## src/core/ics_pkg.sv

```systemverilog
// Purpose: shared constants and types for the core interrupt and stack control block
// Assumes: 50 MHz core clock, single clock domain
// Notes:   data-space addresses are byte addresses; io offsets are relative to io base
package ics_pkg;
  localparam int          SP_W        = 11;
  localparam int          NUM_WREG    = 32;
  localparam logic [15:0] WREG_END    = 16'h0020;
  localparam logic [15:0] IO_BASE     = 16'h0020;
  localparam logic [15:0] IO_END      = 16'h0060;
  localparam logic [5:0]  SPL_OFS     = 6'h3d;
  localparam logic [5:0]  SPH_OFS     = 6'h3e;
  localparam logic [5:0]  STAT_OFS    = 6'h3f;
  localparam int          GIE_BIT     = 7;
  localparam logic [7:0]  GIE_MASK    = 8'h80;
  localparam logic [7:0]  STAT_RESET  = 8'h00;
  // last internal sram address of the smallest memory size
  localparam logic [10:0] SP_INIT     = 11'h4ff;
  localparam logic [10:0] PUSH_STEP   = 11'h001;
  localparam logic [10:0] CALL_STEP   = 11'h002;
  localparam logic [4:0]  PTR_BASE    = 5'h1a;
  localparam logic [3:0]  ENTRY_CYC   = 4'h4;
  localparam logic [3:0]  SLEEP_CYC   = 4'h4;
  localparam logic [3:0]  RETURN_FROM_INTERRUPT_INSTR_CYC    = 4'h4;
  localparam logic [15:0] VEC_STRIDE  = 16'h0002;
  localparam logic [15:0] VEC_RESET   = 16'h0000;

  typedef enum logic [1:0] {ST_RUN, ST_ENTRY, ST_RETURN_FROM_INTERRUPT_INSTR} ics_state_e;
  typedef enum logic [1:0] {PM_DISP, PM_POSTINC, PM_PREDEC} ics_pmode_e;
  typedef enum logic [1:0] {AL_ADD, AL_SUB, AL_AND, AL_MOV} ics_aluop_e;
endpackage : ics_pkg

```

## src/core/ics_rf_if.sv

```systemverilog
// Purpose: connection between control core and working register file
// Assumes: combinational read ports, clocked write ports
// Notes:   word port writes one pointer pair, low byte at the lower register
`timescale 1ns/1ps
interface ics_rf_if;
  logic [4:0]  ra_addr;
  logic [4:0]  rb_addr;
  logic [7:0]  ra_data;
  logic [7:0]  rb_data;
  logic [1:0]  pa_sel;
  logic [15:0] pa_data;
  logic        bw_en;
  logic [4:0]  bw_addr;
  logic [7:0]  bw_data;
  logic        ww_en;
  logic [1:0]  ww_sel;
  logic [15:0] ww_data;

  modport core (output ra_addr, rb_addr, pa_sel, bw_en, bw_addr, bw_data, ww_en, ww_sel,
                ww_data, input ra_data, rb_data, pa_data);
  modport file (input ra_addr, rb_addr, pa_sel, bw_en, bw_addr, bw_data, ww_en, ww_sel,
                ww_data, output ra_data, rb_data, pa_data);
endinterface : ics_rf_if

```

## src/core/ics_core_ctl.sv

```systemverilog
// Purpose: working register mapping, stack pointer, interrupt priority, entry and return
// Assumes: all strobes come from core logic on CLK; fuse and lock levels are pins
// Notes:   memory arrays and alu flags live elsewhere
//
// Contract
// RL1 - working registers occupy data addresses 0..31 in register order
// RL2 - registers 26..31 form three 16-bit pointers, low byte first
// RL3 - push decrements stack pointer by one, pop increments by one
// RL4 - calls and interrupt entry subtract two; returns add two
// RL5 - stack pointer lives in low and high io bytes, three high bits used
// RL6 - software sets the stack pointer before calls or enabling interrupts
// RL7 - stack pointer starts at the last internal sram address after reset
// RL8 - two-register alu result is written back in one clock
// RL9 - each source has its own vector; lower vector means higher priority
// RL10 - a source is live only with its enable and global enable set
// RL11 - programmed lock bits block interrupts depending on program counter
// RL12 - vector select moves vectors to boot start; fuse moves reset vector
// RL13 - entry clears global enable; software may set it; return sets it
// RL14 - vectoring clears the taken flag; writing one clears a flag
// RL15 - disabled flags stay pending, later served by priority
// RL16 - level sources request only while their condition holds
// RL17 - one instruction runs after return before another interrupt
// RL18 - clearing global enable blocks even a same-cycle interrupt
// RL19 - one instruction runs after setting global enable before interrupts
// RL20 - entry takes four clocks pushing the pc, after the current instruction
// RL21 - waking from sleep adds four clocks to entry
// RL22 - return takes four clocks, adds two to pointer, sets global enable
// RL23 - global enable is status bit 7; status is never saved automatically
`timescale 1ns/1ps
module ics_core_ctl #(
  parameter int               N_IRQ      = 8,
  parameter logic [N_IRQ-1:0] LEVEL_MASK = '0,
  parameter logic [15:0]      BOOT_START = 16'h1e00
) (
  input  wire logic             CLK,
  input  wire logic             RSTN,
  input  wire logic [15:0]      DS_ADDR,
  input  wire logic             DS_WE,
  input  wire logic             DS_RE,
  input  wire logic [7:0]       DS_WDATA,
  output logic      [7:0]       DS_RDATA,
  output logic                  DS_HIT,
  input  wire logic             ALU_GO,
  input  wire logic [1:0]       ALU_OP,
  input  wire logic [4:0]       ALU_DST,
  input  wire logic [4:0]       ALU_SRC,
  input  wire logic             PTR_GO,
  input  wire logic [1:0]       PTR_SEL,
  input  wire logic [1:0]       PTR_MODE,
  input  wire logic [5:0]       PTR_DISP,
  output logic      [15:0]      PTR_ADDR,
  input  wire logic             STK_PUSH,
  input  wire logic             STK_POP,
  input  wire logic             STK_CALL,
  input  wire logic             STK_RET,
  input  wire logic             STK_RETURN_FROM_INTERRUPT_INSTR,
  output logic      [10:0]      SP,
  input  wire logic             GIE_SET,
  input  wire logic             GIE_CLR,
  output logic                  GIE,
  input  wire logic             INSTR_DONE,
  input  wire logic             SLEEPING,
  input  wire logic [15:0]      PC,
  input  wire logic [N_IRQ-1:0] IRQ_EVT,
  input  wire logic [N_IRQ-1:0] IRQ_LVL,
  input  wire logic [N_IRQ-1:0] IRQ_EN,
  input  wire logic [N_IRQ-1:0] IRQ_FLAG_CLR,
  output logic      [N_IRQ-1:0] IRQ_FLAGS,
  input  wire logic             VECTOR_SELECT_BIT,
  input  wire logic             BOOT_RESET_FUSE,
  input  wire logic             APPLICATION_LOCK_BIT,
  input  wire logic             BOOT_LOCK_BIT,
  output logic                  CORE_HOLD,
  output logic                  IRQ_ENTER,
  output logic      [15:0]      VEC_ADDR,
  output logic      [15:0]      RESET_VEC
);
  localparam int IW = (N_IRQ > 1) ? $clog2(N_IRQ) : 1;

  ics_pkg::ics_state_e st_q, st_d;
  logic [3:0]       cnt_q, cnt_d;
  logic [10:0]      sp_q, sp_d;
  logic [7:0]       stat_q, stat_d;
  logic [N_IRQ-1:0] flag_q, flag_d;
  logic             hold_one_q;
  logic [2:0]       pin_s1_q, pin_s2_q;
  logic [7:0]       rdata_q;
  logic             hit_q;
  logic [15:0]      paddr_q, vec_q, rvec_q;
  logic             busy_q, enter_q;

  function automatic logic [IW-1:0] first_set(input logic [N_IRQ-1:0] v);
    first_set = '0;
    for (int i = N_IRQ - 1; i >= 0; i--)
      if (v[i])
        first_set = IW'(i);
  endfunction : first_set

  // register file and pointer unit
  ics_rf_if rf ();
  ics_regfile u_rf (
    .clk  (CLK),
    .rstn (RSTN),
    .rf   (rf.file)
  );

  wire [15:0] ea_w;
  wire [15:0] pnext_w;
  wire        pwr_w;
  ics_ptr u_ptr (
    .ptr      (rf.pa_data),
    .mode     (ics_pkg::ics_pmode_e'(PTR_MODE)),
    .disp     (PTR_DISP),
    .ea       (ea_w),
    .ptr_next (pnext_w),
    .wr       (pwr_w)
  );

  // data-space decode
  wire       ds_rf_w  = DS_ADDR < ics_pkg::WREG_END;  // RL1
  wire       ds_io_w  = DS_ADDR >= ics_pkg::IO_BASE && DS_ADDR < ics_pkg::IO_END;
  wire [5:0] io_ofs_w = 6'(DS_ADDR - ics_pkg::IO_BASE);
  wire       spl_w    = ds_io_w && io_ofs_w == ics_pkg::SPL_OFS;
  wire       sph_w    = ds_io_w && io_ofs_w == ics_pkg::SPH_OFS;
  wire       stat_w   = ds_io_w && io_ofs_w == ics_pkg::STAT_OFS;
  wire       hit_w    = ds_rf_w || spl_w || sph_w || stat_w;

  // alu: operands read and result written back on the same edge
  wire [7:0] alu_a_w = rf.ra_data;
  wire [7:0] alu_b_w = rf.rb_data;
  wire [7:0] alu_r_w = (ALU_OP == 2'h0) ? alu_a_w + alu_b_w :
                       (ALU_OP == 2'h1) ? alu_a_w - alu_b_w :
                       (ALU_OP == 2'h2) ? alu_a_w & alu_b_w : alu_b_w;  // RL8

  assign rf.ra_addr = ALU_DST;
  assign rf.rb_addr = ALU_GO ? ALU_SRC : DS_ADDR[4:0];
  assign rf.pa_sel  = PTR_SEL;
  // alu wins the byte port; core never pairs an alu op with a data write
  assign rf.bw_en   = ALU_GO || (DS_WE && ds_rf_w);  // RL8
  assign rf.bw_addr = ALU_GO ? ALU_DST : DS_ADDR[4:0];  // RL1
  assign rf.bw_data = ALU_GO ? alu_r_w : DS_WDATA;
  assign rf.ww_en   = PTR_GO && pwr_w;  // RL2
  assign rf.ww_sel  = PTR_SEL;
  assign rf.ww_data = pnext_w;

  wire [7:0] rdata_w = ds_rf_w ? rf.rb_data :
                       spl_w   ? sp_q[7:0] :
                       sph_w   ? {5'h00, sp_q[10:8]} :
                       stat_w  ? stat_q : 8'h00;  // RL5

  // interrupt request, priority and blocking
  wire [N_IRQ-1:0] req_w      = IRQ_EN & ((LEVEL_MASK & IRQ_LVL) | (~LEVEL_MASK & flag_q));
  wire             any_req_w  = |req_w;  // RL10 RL16
  wire [IW-1:0]    sel_idx_w  = first_set(req_w);  // RL9 RL15
  wire [N_IRQ-1:0] sel_hot_w  = N_IRQ'(1) << sel_idx_w;
  wire [N_IRQ-1:0] low_mask_w = sel_hot_w - N_IRQ'(1);
  wire             app_lk_w   = pin_s2_q[1];
  wire             boot_lk_w  = pin_s2_q[0];
  wire             pc_boot_w  = PC >= BOOT_START;
  wire             lock_blk_w = (!pc_boot_w && app_lk_w && VECTOR_SELECT_BIT) ||
                                (pc_boot_w && boot_lk_w && !VECTOR_SELECT_BIT);  // RL11
  wire [15:0]      vec_base_w = VECTOR_SELECT_BIT ? BOOT_START : ics_pkg::VEC_RESET;  // RL12
  wire [15:0]      vec_w      = vec_base_w + (16'(sel_idx_w) + 16'h0001) * ics_pkg::VEC_STRIDE;
  wire             gie_w      = stat_q[ics_pkg::GIE_BIT];  // RL23
  // sleeping core has no instruction in flight, so it may be entered at once
  wire             bound_w    = INSTR_DONE || SLEEPING;  // RL20
  wire             take_w     = st_q == ics_pkg::ST_RUN && bound_w && gie_w && !GIE_CLR &&
                                !hold_one_q && any_req_w && !lock_blk_w;  // RL10 RL18
  wire             return_from_interrupt_instr_go_w  = st_q == ics_pkg::ST_RUN && STK_RETURN_FROM_INTERRUPT_INSTR && !take_w;
  wire             cnt_zero_w = cnt_q == 4'h0;
  wire             entry_end_w = st_q == ics_pkg::ST_ENTRY && cnt_zero_w;
  wire             return_from_interrupt_instr_end_w = st_q == ics_pkg::ST_RETURN_FROM_INTERRUPT_INSTR && cnt_zero_w;
  wire [3:0]       entry_len_w = SLEEPING ? ics_pkg::ENTRY_CYC + ics_pkg::SLEEP_CYC - 4'h1 :
                                 ics_pkg::ENTRY_CYC - 4'h1;  // RL20 RL21

  // flags: a new event beats both clears in the same cycle
  wire [N_IRQ-1:0] hw_clr_w = take_w ? (sel_hot_w & ~LEVEL_MASK) : '0;  // RL14
  assign flag_d = (flag_q & ~(IRQ_FLAG_CLR | hw_clr_w)) | (IRQ_EVT & ~LEVEL_MASK);  // RL14 RL15

  // status register; global enable is not stacked on entry or return
  wire       stat_wr_w = stat_w && DS_WE;
  wire [7:0] stat_b_w  = stat_wr_w ? DS_WDATA : stat_q;  // RL23
  wire       gie_set_w = GIE_SET || return_from_interrupt_instr_end_w;  // RL13 RL22
  wire       gie_clr_w = GIE_CLR || take_w;  // RL13 RL18
  wire       gie_new_w = !gie_clr_w && (gie_set_w || stat_b_w[ics_pkg::GIE_BIT]);
  assign stat_d = (stat_b_w & ~ics_pkg::GIE_MASK) | (gie_new_w ? ics_pkg::GIE_MASK : 8'h00);

  // stack pointer; software writes win over stack traffic
  wire sp_down2_w = take_w || STK_CALL;  // RL4 RL20
  wire sp_up2_w   = return_from_interrupt_instr_go_w || STK_RET;  // RL4 RL22
  wire sp_sw_w    = DS_WE && (spl_w || sph_w);
  assign sp_d = (DS_WE && spl_w) ? {sp_q[10:8], DS_WDATA} :
                (DS_WE && sph_w) ? {DS_WDATA[2:0], sp_q[7:0]} :  // RL5
                sp_down2_w ? sp_q - ics_pkg::CALL_STEP :
                sp_up2_w   ? sp_q + ics_pkg::CALL_STEP :  // RL4
                STK_PUSH   ? sp_q - ics_pkg::PUSH_STEP :
                STK_POP    ? sp_q + ics_pkg::PUSH_STEP : sp_q;  // RL3

  always_comb
  begin
    st_d  = st_q;
    cnt_d = cnt_q;
    unique case (st_q)
      ics_pkg::ST_RUN:
      begin
        if (take_w)
        begin
          st_d  = ics_pkg::ST_ENTRY;
          cnt_d = entry_len_w;  // RL20 RL21
        end
        else if (return_from_interrupt_instr_go_w)
        begin
          st_d  = ics_pkg::ST_RETURN_FROM_INTERRUPT_INSTR;
          cnt_d = ics_pkg::RETURN_FROM_INTERRUPT_INSTR_CYC - 4'h1;  // RL22
        end
      end
      ics_pkg::ST_ENTRY, ics_pkg::ST_RETURN_FROM_INTERRUPT_INSTR:
      begin
        if (cnt_zero_w)
          st_d = ics_pkg::ST_RUN;
        else
          cnt_d = cnt_q - 4'h1;
      end
      default:
      begin
        st_d  = ics_pkg::ST_RUN;
        cnt_d = 4'h0;
      end
    endcase
  end

  always_ff @(posedge CLK or negedge RSTN)
  begin
    if (!RSTN)
    begin
      st_q     <= ics_pkg::ST_RUN;
      cnt_q    <= 4'h0;
      sp_q     <= ics_pkg::SP_INIT;  // RL7
      stat_q   <= ics_pkg::STAT_RESET;
      flag_q   <= '0;
      pin_s1_q <= 3'h0;
      pin_s2_q <= 3'h0;
    end
    else
    begin
      st_q     <= st_d;
      cnt_q    <= cnt_d;
      sp_q     <= sp_d;
      stat_q   <= stat_d;
      flag_q   <= flag_d;
      pin_s1_q <= {BOOT_RESET_FUSE, APPLICATION_LOCK_BIT, BOOT_LOCK_BIT};
      pin_s2_q <= pin_s1_q;
    end
  end

  // after return or enable, let exactly one instruction finish first
  always_ff @(posedge CLK or negedge RSTN)
  begin
    if (!RSTN)
      hold_one_q <= 1'b0;
    else if (gie_set_w)
      hold_one_q <= 1'b1;  // RL17 RL19
    else if (INSTR_DONE)
      hold_one_q <= 1'b0;
  end

  always_ff @(posedge CLK or negedge RSTN)
  begin
    if (!RSTN)
    begin
      rdata_q <= 8'h00;
      hit_q   <= 1'b0;
      paddr_q <= 16'h0000;
      vec_q   <= 16'h0000;
      rvec_q  <= ics_pkg::VEC_RESET;
      busy_q  <= 1'b0;
      enter_q <= 1'b0;
    end
    else
    begin
      rdata_q <= DS_RE ? rdata_w : rdata_q;
      hit_q   <= (DS_RE || DS_WE) && hit_w;
      paddr_q <= PTR_GO ? ea_w : paddr_q;
      vec_q   <= take_w ? vec_w : vec_q;  // RL9 RL12
      rvec_q  <= pin_s2_q[2] ? BOOT_START : ics_pkg::VEC_RESET;  // RL12
      busy_q  <= st_d != ics_pkg::ST_RUN;
      enter_q <= entry_end_w;  // RL20
    end
  end

  assign DS_RDATA  = rdata_q;
  assign DS_HIT    = hit_q;
  assign PTR_ADDR  = paddr_q;
  assign SP        = sp_q;
  assign GIE       = stat_q[ics_pkg::GIE_BIT];
  assign IRQ_FLAGS = flag_q;
  assign CORE_HOLD = busy_q;
  assign IRQ_ENTER = enter_q;
  assign VEC_ADDR  = vec_q;
  assign RESET_VEC = rvec_q;

  wire sp_quiet_w = !sp_sw_w && !take_w && !STK_CALL && !return_from_interrupt_instr_go_w && !STK_RET;

  a_push_dec : assert property (@(posedge CLK) disable iff (!RSTN) // RL3
    (STK_PUSH && sp_quiet_w) |=> SP == $past(SP) - 11'h001)
    else $error("push did not lower stack pointer by one");
  a_call_dec : assert property (@(posedge CLK) disable iff (!RSTN) // RL4
    (STK_CALL && !sp_sw_w) |=> SP == $past(SP) - 11'h002)
    else $error("call did not lower stack pointer by two");
  a_entry_sp : assert property (@(posedge CLK) disable iff (!RSTN) // RL20
    (take_w && !sp_sw_w) |=> (SP == $past(SP) - 11'h002) && !GIE)
    else $error("entry did not push pc or clear enable");
  a_entry_len : assert property (@(posedge CLK) disable iff (!RSTN) // RL20
    (take_w && !SLEEPING) |=> CORE_HOLD [*4] ##1 (IRQ_ENTER && !CORE_HOLD))
    else $error("entry did not last four cycles");
  a_sleep_len : assert property (@(posedge CLK) disable iff (!RSTN) // RL21
    (take_w && SLEEPING) |=> CORE_HOLD [*8] ##1 IRQ_ENTER)
    else $error("wake entry did not last eight cycles");
  a_return_from_interrupt_instr_seq : assert property (@(posedge CLK) disable iff (!RSTN) // RL22
    return_from_interrupt_instr_go_w |=> CORE_HOLD [*4] ##1 (!CORE_HOLD && GIE))
    else $error("return did not take four cycles and set enable");
  a_cli_block : assert property (@(posedge CLK) disable iff (!RSTN) // RL18
    GIE_CLR |-> !take_w ##1 !GIE)
    else $error("interrupt taken across enable clear");
  a_one_instr : assert property (@(posedge CLK) disable iff (!RSTN) // RL17
    return_from_interrupt_instr_end_w |=> !take_w until_with INSTR_DONE)
    else $error("interrupt taken before one instruction after return");
  a_prio_low : assert property (@(posedge CLK) disable iff (!RSTN) // RL9
    take_w |-> ((req_w & low_mask_w) == '0) ##1 VEC_ADDR == $past(vec_w))
    else $error("lower vector was pending but not chosen");
  a_flag_set : assert property (@(posedge CLK) disable iff (!RSTN) // RL14
    (|(IRQ_EVT & ~LEVEL_MASK)) |=>
      ((IRQ_FLAGS & $past(IRQ_EVT & ~LEVEL_MASK)) == $past(IRQ_EVT & ~LEVEL_MASK)))
    else $error("event lost against a flag clear");
endmodule : ics_core_ctl

```

## src/core/ics_ptr.sv

```systemverilog
// Purpose: effective address and update for one 16-bit pointer pair
// Assumes: displacement is unsigned, 0..63
// Notes:   purely combinational
`timescale 1ns/1ps
module ics_ptr (
  input  wire logic [15:0]        ptr,
  input  wire ics_pkg::ics_pmode_e mode,
  input  wire logic [5:0]         disp,
  output logic [15:0]             ea,
  output logic [15:0]             ptr_next,
  output logic                    wr
);
  wire [15:0] inc_w = ptr + 16'h0001;
  wire [15:0] dec_w = ptr - 16'h0001;
  wire [15:0] dsp_w = ptr + {10'h000, disp};

  // predecrement uses the new value, postincrement the old one
  assign ea       = (mode == ics_pkg::PM_DISP) ? dsp_w :
                    (mode == ics_pkg::PM_PREDEC) ? dec_w : ptr;  // RL2
  assign ptr_next = (mode == ics_pkg::PM_POSTINC) ? inc_w :
                    (mode == ics_pkg::PM_PREDEC) ? dec_w : ptr;  // RL2
  assign wr       = (mode != ics_pkg::PM_DISP);
endmodule : ics_ptr

```

## src/core/ics_regfile.sv

```systemverilog
// Purpose: 32 x 8 working registers held in flip-flops
// Assumes: word write has priority over byte write to the same register
// Notes:   two byte reads and one pointer-pair read, all combinational
`timescale 1ns/1ps
module ics_regfile (
  input  wire logic clk,
  input  wire logic rstn,
  ics_rf_if.file    rf
);
  logic [7:0] mem_q [ics_pkg::NUM_WREG];

  function automatic logic [4:0] pair_lo(input logic [1:0] sel);
    pair_lo = ics_pkg::PTR_BASE + {2'b00, sel, 1'b0};
  endfunction : pair_lo

  wire [4:0] wlo_w = pair_lo(rf.ww_sel);
  wire [4:0] plo_w = pair_lo(rf.pa_sel);

  assign rf.ra_data = mem_q[rf.ra_addr];
  assign rf.rb_data = mem_q[rf.rb_addr];
  assign rf.pa_data = {mem_q[plo_w | 5'h01], mem_q[plo_w]};  // RL2

  always_ff @(posedge clk or negedge rstn)
  begin
    if (!rstn)
    begin
      for (int i = 0; i < ics_pkg::NUM_WREG; i++)
        mem_q[i] <= 8'h00;
    end
    else
    begin
      for (int i = 0; i < ics_pkg::NUM_WREG; i++)
      begin
        if (rf.ww_en && 5'(i) == wlo_w)
          mem_q[i] <= rf.ww_data[7:0];
        else if (rf.ww_en && 5'(i) == (wlo_w | 5'h01))
          mem_q[i] <= rf.ww_data[15:8];
        else if (rf.bw_en && 5'(i) == rf.bw_addr)
          mem_q[i] <= rf.bw_data;
      end
    end
  end
endmodule : ics_regfile

```

## config.mk

```make
export PLATFORM = sky130hd
export DESIGN_NAME = ics_core_ctl
export DESIGN_NICKNAME = d
export VERILOG_FILES = /design/src/core/ics_pkg.sv /design/src/core/ics_rf_if.sv /design/src/core/ics_core_ctl.sv /design/src/core/ics_ptr.sv /design/src/core/ics_regfile.sv
export SDC_FILE = /design/constraint.sdc
export NUM_CORES = 1
export LEC_CHECK = 0
export BUFFER_PORTS_ARGS = -buffer_cell sky130_fd_sc_hd__buf_4
export CORE_UTILIZATION = 33
export CTS_CLUSTER_SIZE = 14
export DETAILED_ROUTE_END_ITERATION = 6
export HOLD_SLACK_MARGIN = 0.06
export PLACE_DENSITY = 0.57
export RECOVER_POWER = 50
export SLEW_MARGIN = 20
export SYNTH_ARGS = -nofsm -noshare
export SYNTH_HDL_FRONTEND = slang
export SYNTH_SLANG_ARGS = --single-unit
```

## constraint.sdc

```tcl
create_clock -name CLK -period 7.5 [get_ports CLK]
set_clock_uncertainty 0.1 [all_clocks]
set_input_delay 1.5 -clock CLK [delete_from_list [all_inputs] [get_ports CLK]]
set_output_delay 1.5 -clock CLK [all_outputs]
set_load 0.01 [all_outputs]
```

==> flow_metrics.env, run 1 <==
export IMPL_clock_tree_root_cell="clkbuf_16"
export IMPL_final_antenna_net_count=0
export IMPL_cts_tree="done"
export IMPL_first_global_vias=19910
export IMPL_numPortBuffers=154
export IMPL_layout_nets=2662
export IMPL_tightest_slew_ns=4.874
export IMPL_crit_arrival_ns=6.47
export IMPL_post_cts_buffers=0
export IMPL_synth_yosys_seq_area_share_pct=34.93
export IMPL_synthDistinctLibCells=94
export IMPL_cap_violations=1
export IMPL_cp_max_fo=21
export IMPL_violations="max-capacitance violations, max-slew violations"
export IMPL_die_area_um2=72590
export IMPL_status="finished with violations"
export IMPL_finalPower_mw=9.258
export IMPL_grt_pass1_wl_um=127400
export IMPL_yosys_warnings=0
export IMPL_rr_worst_depth=13
export IMPL_synth_area_per_cell_um2=9.665
export IMPL_r2r_end="u_rf.mem_q[151]$_DFFE_PN0P_"
export IMPL_coreArea_um2=70390
export IMPL_start_kind="primary input"
export IMPL_period_share_pct=82.13
export IMPL_antennaDiodeCount=0
export IMPL_fin_ws_ns=1.340
export IMPL_final_common_cell="nand2_1"
export IMPL_min_path_type="reg -> reg"
export IMPL_period_needed_ns=6.160
export IMPL_first_iter_violations=2439
export IMPL_htree_levels=2
export IMPL_place_ws_ns=0.8010
export IMPL_rsz0062_at_grt="false"
export IMPL_dieHeight_um=269.4
export IMPL_grt_max_degree=161
export IMPL_clk_pin_slew_worst_paths_ns=0.06
export IMPL_post_cts_resized=0
export IMPL_power_density_nw_per_um2=346.1
export IMPL_critical_path_startpoint="ALU_GO"
export IMPL_drt_wl_total_um=84820
export IMPL_setup_viol=0
export IMPL_hold_violations=0
export IMPL_wl_per_cell_um=24.46
export IMPL_tns_ns=0
export IMPL_ys_seq_elements=329
export IMPL_globalRouteOverflowTotal=0
export IMPL_num_rows=97
export IMPL_vias_per_cell=6.016
export IMPL_antenna_found_initial=3
export IMPL_clockBufferDepth=3
export IMPL_gp_congestion=0.9241
export IMPL_r2r_start="u_rf.mem_q[2]$_DFFE_PN0P_"
export IMPL_clock_sinks=329
export IMPL_pin_count=192
export IMPL_synth_edf_count=0
export IMPL_cts_hold_fix_buffers=0
export IMPL_start_util_pct=33.53
export IMPL_required_ns=7.81
export IMPL_synth_ff_type="dfrtp_1"
export IMPL_postSynth_asyncResetShare_pct=100.0
export IMPL_slew_headroom_pct=-225.0
export IMPL_area_delta_synth_final_pct=13.34
export IMPL_dr_pass1_iters=6
export IMPL_cts_buffers=42
export IMPL_maxSlewViolCount=96
export IMPL_drive_gt1_share_pct=21.25
export IMPL_fmax_ghz=0.1623
export IMPL_critPathKind="in -> reg"
export IMPL_vias=20860
export IMPL_dp_hpwl_um=59360
export IMPL_setup_worst_path_end="u_rf.mem_q[126]$_DFFE_PN0P_"
export IMPL_final_cell_mix="354 x nand2_1, 320 x dfrtp_1, 227 x nor2_1"
export IMPL_syn_inst=2442
export IMPL_clock_latency_ns=0.61
export IMPL_vdd_drop_max_mv=0.1524
export IMPL_grt_usage_pct=22.87
export IMPL_worst_hold_slack_ns=0.2461
export IMPL_ff2ff_setup_slack_ns=2.98
export IMPL_p_leak_nw=11.14
export IMPL_die_w_um=269.4
export IMPL_synth_area_um2=23600
export IMPL_drc_errors=0
export IMPL_end_kind="register"
-- critical path: stages --
cell and delay, ns:
buf_4 0.28, mux2i_4 1.01, mux2i_1 0.31, nor4_1 0.07, nor4_1 0.35, nand4_1 0.42, and2_1 0.40, ha_1 0.33
inv_1 0.05, ha_1 0.25, a22o_1 0.23, a211oi_1 0.28, mux2_2 0.43, o31ai_4 0.17, buf_4 0.24, o21ai_0 0.12
-- synth_stat cells (25+ instances only) --
library cell,n,area share (%)
o31ai_2,32,1.7
xnor2_1,30,1.1
clkbuf_1,111,1.8
mux2i_1,86,3.6
mux4_2,147,14
nand3_1,28,0.59
a21oi_1,91,1.9
o21ai_0,137,2.9
o21ai_1,25,0.53
nor3_1,27,0.57
nand2_1,356,5.7
nor2_1,229,3.6
mux2_2,32,1.5
ha_1,53,2.8
o31ai_1,91,2.9
a31oi_1,114,3.0
inv_1,62,0.99
buf_2,35,0.74
buf_4,31,0.99
dfrtp_1,320,34
-- kinds of logic after synthesis --
family / share of synthesized area (%)
compound gates: 19.09
xor+xnor: 1.962
fa+ha+maj: 2.979
buf+inv: 5.630
flops: 34.93
mux: 20.58
other cells: 0.01589
simple gates: 14.81
-- layout make-up --
class                   count  area, um2
repair buffers            203       1538
fillers                  7007      43640
multi-input cells        1856      14140
clock buffers              57       1199
well taps                 940       1176
inverters                  62      232.7
clock inverters            20      225.2
flip-flops and latches    329       8244
-- layer usage --
| metal | track usage [%] | part of all wire (%) | up-vias |
|---|---|---|---|
| met5 | 0 | 0.032 | - |
| met2 | 34.98 | 45 | 1123 |
| met3 | 5.610 | 10 | 170 |
| li1 | - | - | 9155 |
| met1 | 31.80 | 42 | 10400 |
| met4 | 6.968 | 2.9 | 4 |
-- flip-flops by register name (all words and copies together), names as in the netlist, 4 cells and up --
signal	count
u_rf.mem_q	256
IRQ_FLAGS	8
SP	11
cnt_q	4
stat_q	8
PTR_ADDR	16
VEC_ADDR	5
DS_RDATA	8
-- report_power, final --
group          internal, mW  switching, mW
sequential             2.43          0.736
clock                  1.23          0.878
combinational          1.77           2.21
-- worst min-delay path by stage --
stage / startpoint / cells after the start / slack (ns) / endpoint
2_1_floorplan: pin_s2_q[2]$_DFF_PN0_ / 0 / 0.23 / RESET_VEC[11]$_DFF_PN0_
5_1_grt: pin_s1_q[1]$_DFF_PN0_ / 0 / 0.26 / pin_s2_q[1]$_DFF_PN0_
4_1_cts: pin_s1_q[0]$_DFF_PN0_ / 0 / 0.25 / pin_s2_q[0]$_DFF_PN0_
3_3_place_gp: pin_s1_q[0]$_DFF_PN0_ / 0 / 0.23 / pin_s2_q[0]$_DFF_PN0_
6_report: pin_s1_q[0]$_DFF_PN0_ / 0 / 0.25 / pin_s2_q[0]$_DFF_PN0_
3_5_place_dp: pin_s1_q[1]$_DFF_PN0_ / 0 / 0.24 / pin_s2_q[1]$_DFF_PN0_
-- metrics by stage --
stage	utilization, %	instance area (um2)	instances
2_1_floorplan	-	23670	2461
6_report	38.00	26750	3467
4_1_cts	38.09	26810	3467
5_1_grt	38.00	26750	3467
3_3_place_gp	36.06	25390	3390
3_5_place_dp	36.06	25390	3390
Note: power is estimated with default switching activity, not from simulation.
==> run 2, diff against run 1 <==
ABC_AREA = 1   (was default)
clock period = 6 ns   (was 7.5 ns; I/O delays follow)
==> flow_metrics.env, run 2 <==
export IMPL_synth_area_per_cell_um2=6.924
export IMPL_first_global_vias=23470
export IMPL_pin_count=192
export IMPL_dieHeight_um=271.0
export IMPL_vias_per_cell=5.616
export IMPL_clock_sinks=329
export IMPL_clock_tree_root_cell="clkbuf_16"
export IMPL_status="finished with violations"
export IMPL_synth_edf_count=0
export IMPL_period_share_pct=82.39
export IMPL_regMostFlops="u_rf.mem_q"
export IMPL_drive_gt1_share_pct=11.33
export IMPL_wl_per_cell_um=20.77
export IMPL_syn_inst=3448
export IMPL_required_ns=6.40
export IMPL_hold_violations=0
export IMPL_dp_hpwl_um=66480
export IMPL_clock_latency_ns=0.60
export IMPL_min_path_type="reg -> reg"
export IMPL_synth_area_um2=23870
export IMPL_start_kind="primary input"
export IMPL_post_cts_buffers=0
export IMPL_finalPower_mw=9.884
export IMPL_grt_pass1_wl_um=144100
export IMPL_period_needed_ns=4.944
export IMPL_cts_hold_fix_buffers=0
export IMPL_crit_arrival_ns=5.35
export IMPL_synthTopCellsByArea="dfrtp_1 34%, nand2_1 12%, o21ai_0 9.1%, nand3_1 6.7%, inv_1 5.3%"
export IMPL_cp_max_fo=39
export IMPL_cap_violations=1
export IMPL_path_cells="buf_4 -> inv_6 -> nand2_4 -> nand2_4 -> buf_4 -> buf_4 -> o21ai_0 -> a21oi_1 -> o21ai_0 -> nand3_1 -> nand3_1 -> nand2_1 -> ha_1 -> ha_1 -> nor2_1 -> inv_1 -> nand3_1 -> nand2_1 -> xor2_1 -> a21oi_1 -> nand2_2 -> nand2_2 -> o21ai_0"
export IMPL_synth_top_area_cell="dfrtp_1"
export IMPL_htree_levels=2
export IMPL_first_iter_violations=3092
export IMPL_combPwrFrac_pct=35.5
export IMPL_layout_nets=3708
export IMPL_cp_top_family="simple AND/OR/NAND/NOR gates"
export IMPL_synth_ff_type="dfrtp_1"
export IMPL_tightest_slew_ns=4.198
export IMPL_dr_pass1_iters=6
export IMPL_synth_most_common_cell="nand2_1"
export IMPL_clk_pin_slew_worst_paths_ns=0.06
export IMPL_cts_buffers=43
export IMPL_final_cell_mix="740 x nand2_1, 436 x o21ai_0, 339 x inv_1"
export IMPL_grt_max_degree=138
export IMPL_area_delta_synth_final_pct=15.09
export IMPL_yosys_top_cells_count="740 x nand2_1, 436 x o21ai_0, 340 x inv_1"
export IMPL_die_w_um=271.0
export IMPL_critPathSlowestCell="buf_4"
export IMPL_internal_power_mw=5.944
export IMPL_yosys_warnings=0
export IMPL_power_density_nw_per_um2=359.7
export IMPL_end_kind="register"
export IMPL_p_clk_share_pct=29.2
export IMPL_clockBufferDepth=3
export IMPL_tns_ns=0
export IMPL_drc_errors=0
export IMPL_violations="max-capacitance violations, max-slew violations"
export IMPL_final_common_cell="nand2_1"
export IMPL_maxSlewViolCount=78
export IMPL_globalRouteOverflowTotal=0
export IMPL_start_util_pct=33.40
export IMPL_drt_wl_total_um=93980
export IMPL_critPathKind="in -> reg"
export IMPL_fmax_ghz=0.2023
export IMPL_postSynth_asyncResetShare_pct=100.0
export IMPL_p_leak_nw=12.70
export IMPL_ff2ff_setup_slack_ns=2.06
export IMPL_nFillCells=7547
export IMPL_die_area_um2=73420
export IMPL_cts_tree="done"
export IMPL_num_rows=98
export IMPL_coreArea_um2=71490
export IMPL_slew_headroom_pct=-179.9
export IMPL_power_frac_seq_pct=35.3
export IMPL_final_antenna_net_count=0
export IMPL_gp_congestion=0.9457
export IMPL_antenna_found_initial=0
export IMPL_synth_yosys_seq_area_share_pct=34.53
export IMPL_worst_path_buf_inv=5
export IMPL_synthDistinctLibCells=52
export IMPL_vdd_drop_max_mv=0.1912
export IMPL_setup_viol=0
export IMPL_rsz0062_at_grt="false"
export IMPL_ys_seq_elements=329
export IMPL_grt_usage_pct=25.15
export IMPL_vias=25410
export IMPL_max_stage_delay_ns=0.42
export IMPL_largest_reg_flops=256
export IMPL_p_sw_mw=3.940
export IMPL_post_cts_resized=0
export IMPL_antennaDiodeCount=0
export IMPL_netSwitchingFraction_pct=39.86
export IMPL_numPortBuffers=154
export IMPL_yosysTopAreaCellShare_pct=33.54
## run 2: cell count changes after synthesis, sizes merged, moves of 68 or more
cell,before,now
nand2,357,755
o21ai,164,523
inv,62,355
nand3,28,321
mux4,151,0
o31ai,124,2
a21oi,94,196
mux2i,96,0
a31oi,114,20
a22oi,12,85
o221ai,2,70
## run 2: worst paths after layout
path,startpoint,endpoint,depth (start not counted)
max,ALU_GO,u_rf.mem_q[108]$_DFFE_PN0P_,23
max in group asynchronous,RSTN,u_rf.mem_q[205]$_DFFE_PN0P_,1
min in group asynchronous,RSTN,u_rf.mem_q[249]$_DFFE_PN0P_,1
min reg2reg,pin_s1_q[0]$_DFF_PN0_,pin_s2_q[0]$_DFF_PN0_,0
min,pin_s1_q[0]$_DFF_PN0_,pin_s2_q[0]$_DFF_PN0_,0
max reg2reg,u_rf.mem_q[224]$_DFFE_PN0P_,u_rf.mem_q[108]$_DFFE_PN0P_,23
## run 2: logic make-up (layout without fill, tap and decap cells)
family | after synthesis | after routing | synth area share [%]
AOI/OAI and AO/OA | 982 | 982 | 24.16
adders and majority gates | 55 | 55 | 2.946
DFF | 329 | 329 | 34.53
buffers and inverters | 589 | 696 | 10.81
xor gates and xnor gates | 41 | 41 | 1.504
and+or+nand+nor | 1451 | 1451 | 26.03
other | 1 | 20 | 0.01571
## run 2: metrics by stage
stage / std cells / setup slack, ns / utilization, % / area, um2 / hold WS [ns]
floorplan: 3467 / 1.332 / - / 23940 / 0.2312
detailed placement: 4445 / 0.4714 / 36.34 / 25980 / 0.2416
global route: 4524 / 0.4795 / 38.44 / 27480 / 0.2575
global placement: 4445 / 0.5539 / 36.34 / 25980 / 0.2321
CTS: 4524 / 1.122 / 38.52 / 27540 / 0.2506
finish: 4524 / 1.056 / 38.44 / 27480 / 0.2521
## run 2: layout make-up
type                    instances  area (um2)  share of cell area, %
flip-flops and latches        329        8244                  30.00
inverters                     369        1391                  5.064
clock buffers                  56        1246                  4.536
clock inverters                23       314.1                  1.143
multi-input cells            2549       13130                  47.80
well taps                     950        1189                  4.326
repair buffers                248        1958                  7.127
## run 2: per-layer routing
metal | GRT usage [%] | wire length (um)
met2 | 37.38 | 40470
met5 | 0 | 0
met1 | 36.27 | 41900
met3 | 3.541 | 8111
met4 | 10.21 | 3491
## run 2: worst reg2reg max path: stages (launching register included)
cell and delay (ns):
dfrtp_1 0.36, inv_1 0.06, o21ai_0 0.15, a21oi_1 0.06, o21ai_0 0.23, nand3_1 0.22
nand2_1 0.14, inv_1 0.04, o21ai_0 0.56, inv_1 0.16, ha_1 0.24, inv_1 0.05
ha_1 0.14, inv_1 0.04, nand2_1 0.13, nand2_1 0.07, nand3_1 0.08, xor2_1 0.15
nand2_1 0.06, nand2_1 0.06, nand2_1 0.06, nand2_2 0.09, nand2_2 0.31, o21ai_0 0.31
## run 2: power by group through the flow
stage	clock, mW	combinational (mW)	sequential [mW]
6_report	2.89	3.50	3.49
5_1_grt	3.01	3.94	3.57
4_1_cts	2.93	3.49	3.47
3_5_place_dp	0	3.48	3.50
3_3_place_gp	0	3.44	3.50
2_1_floorplan	0	2.44	3.33
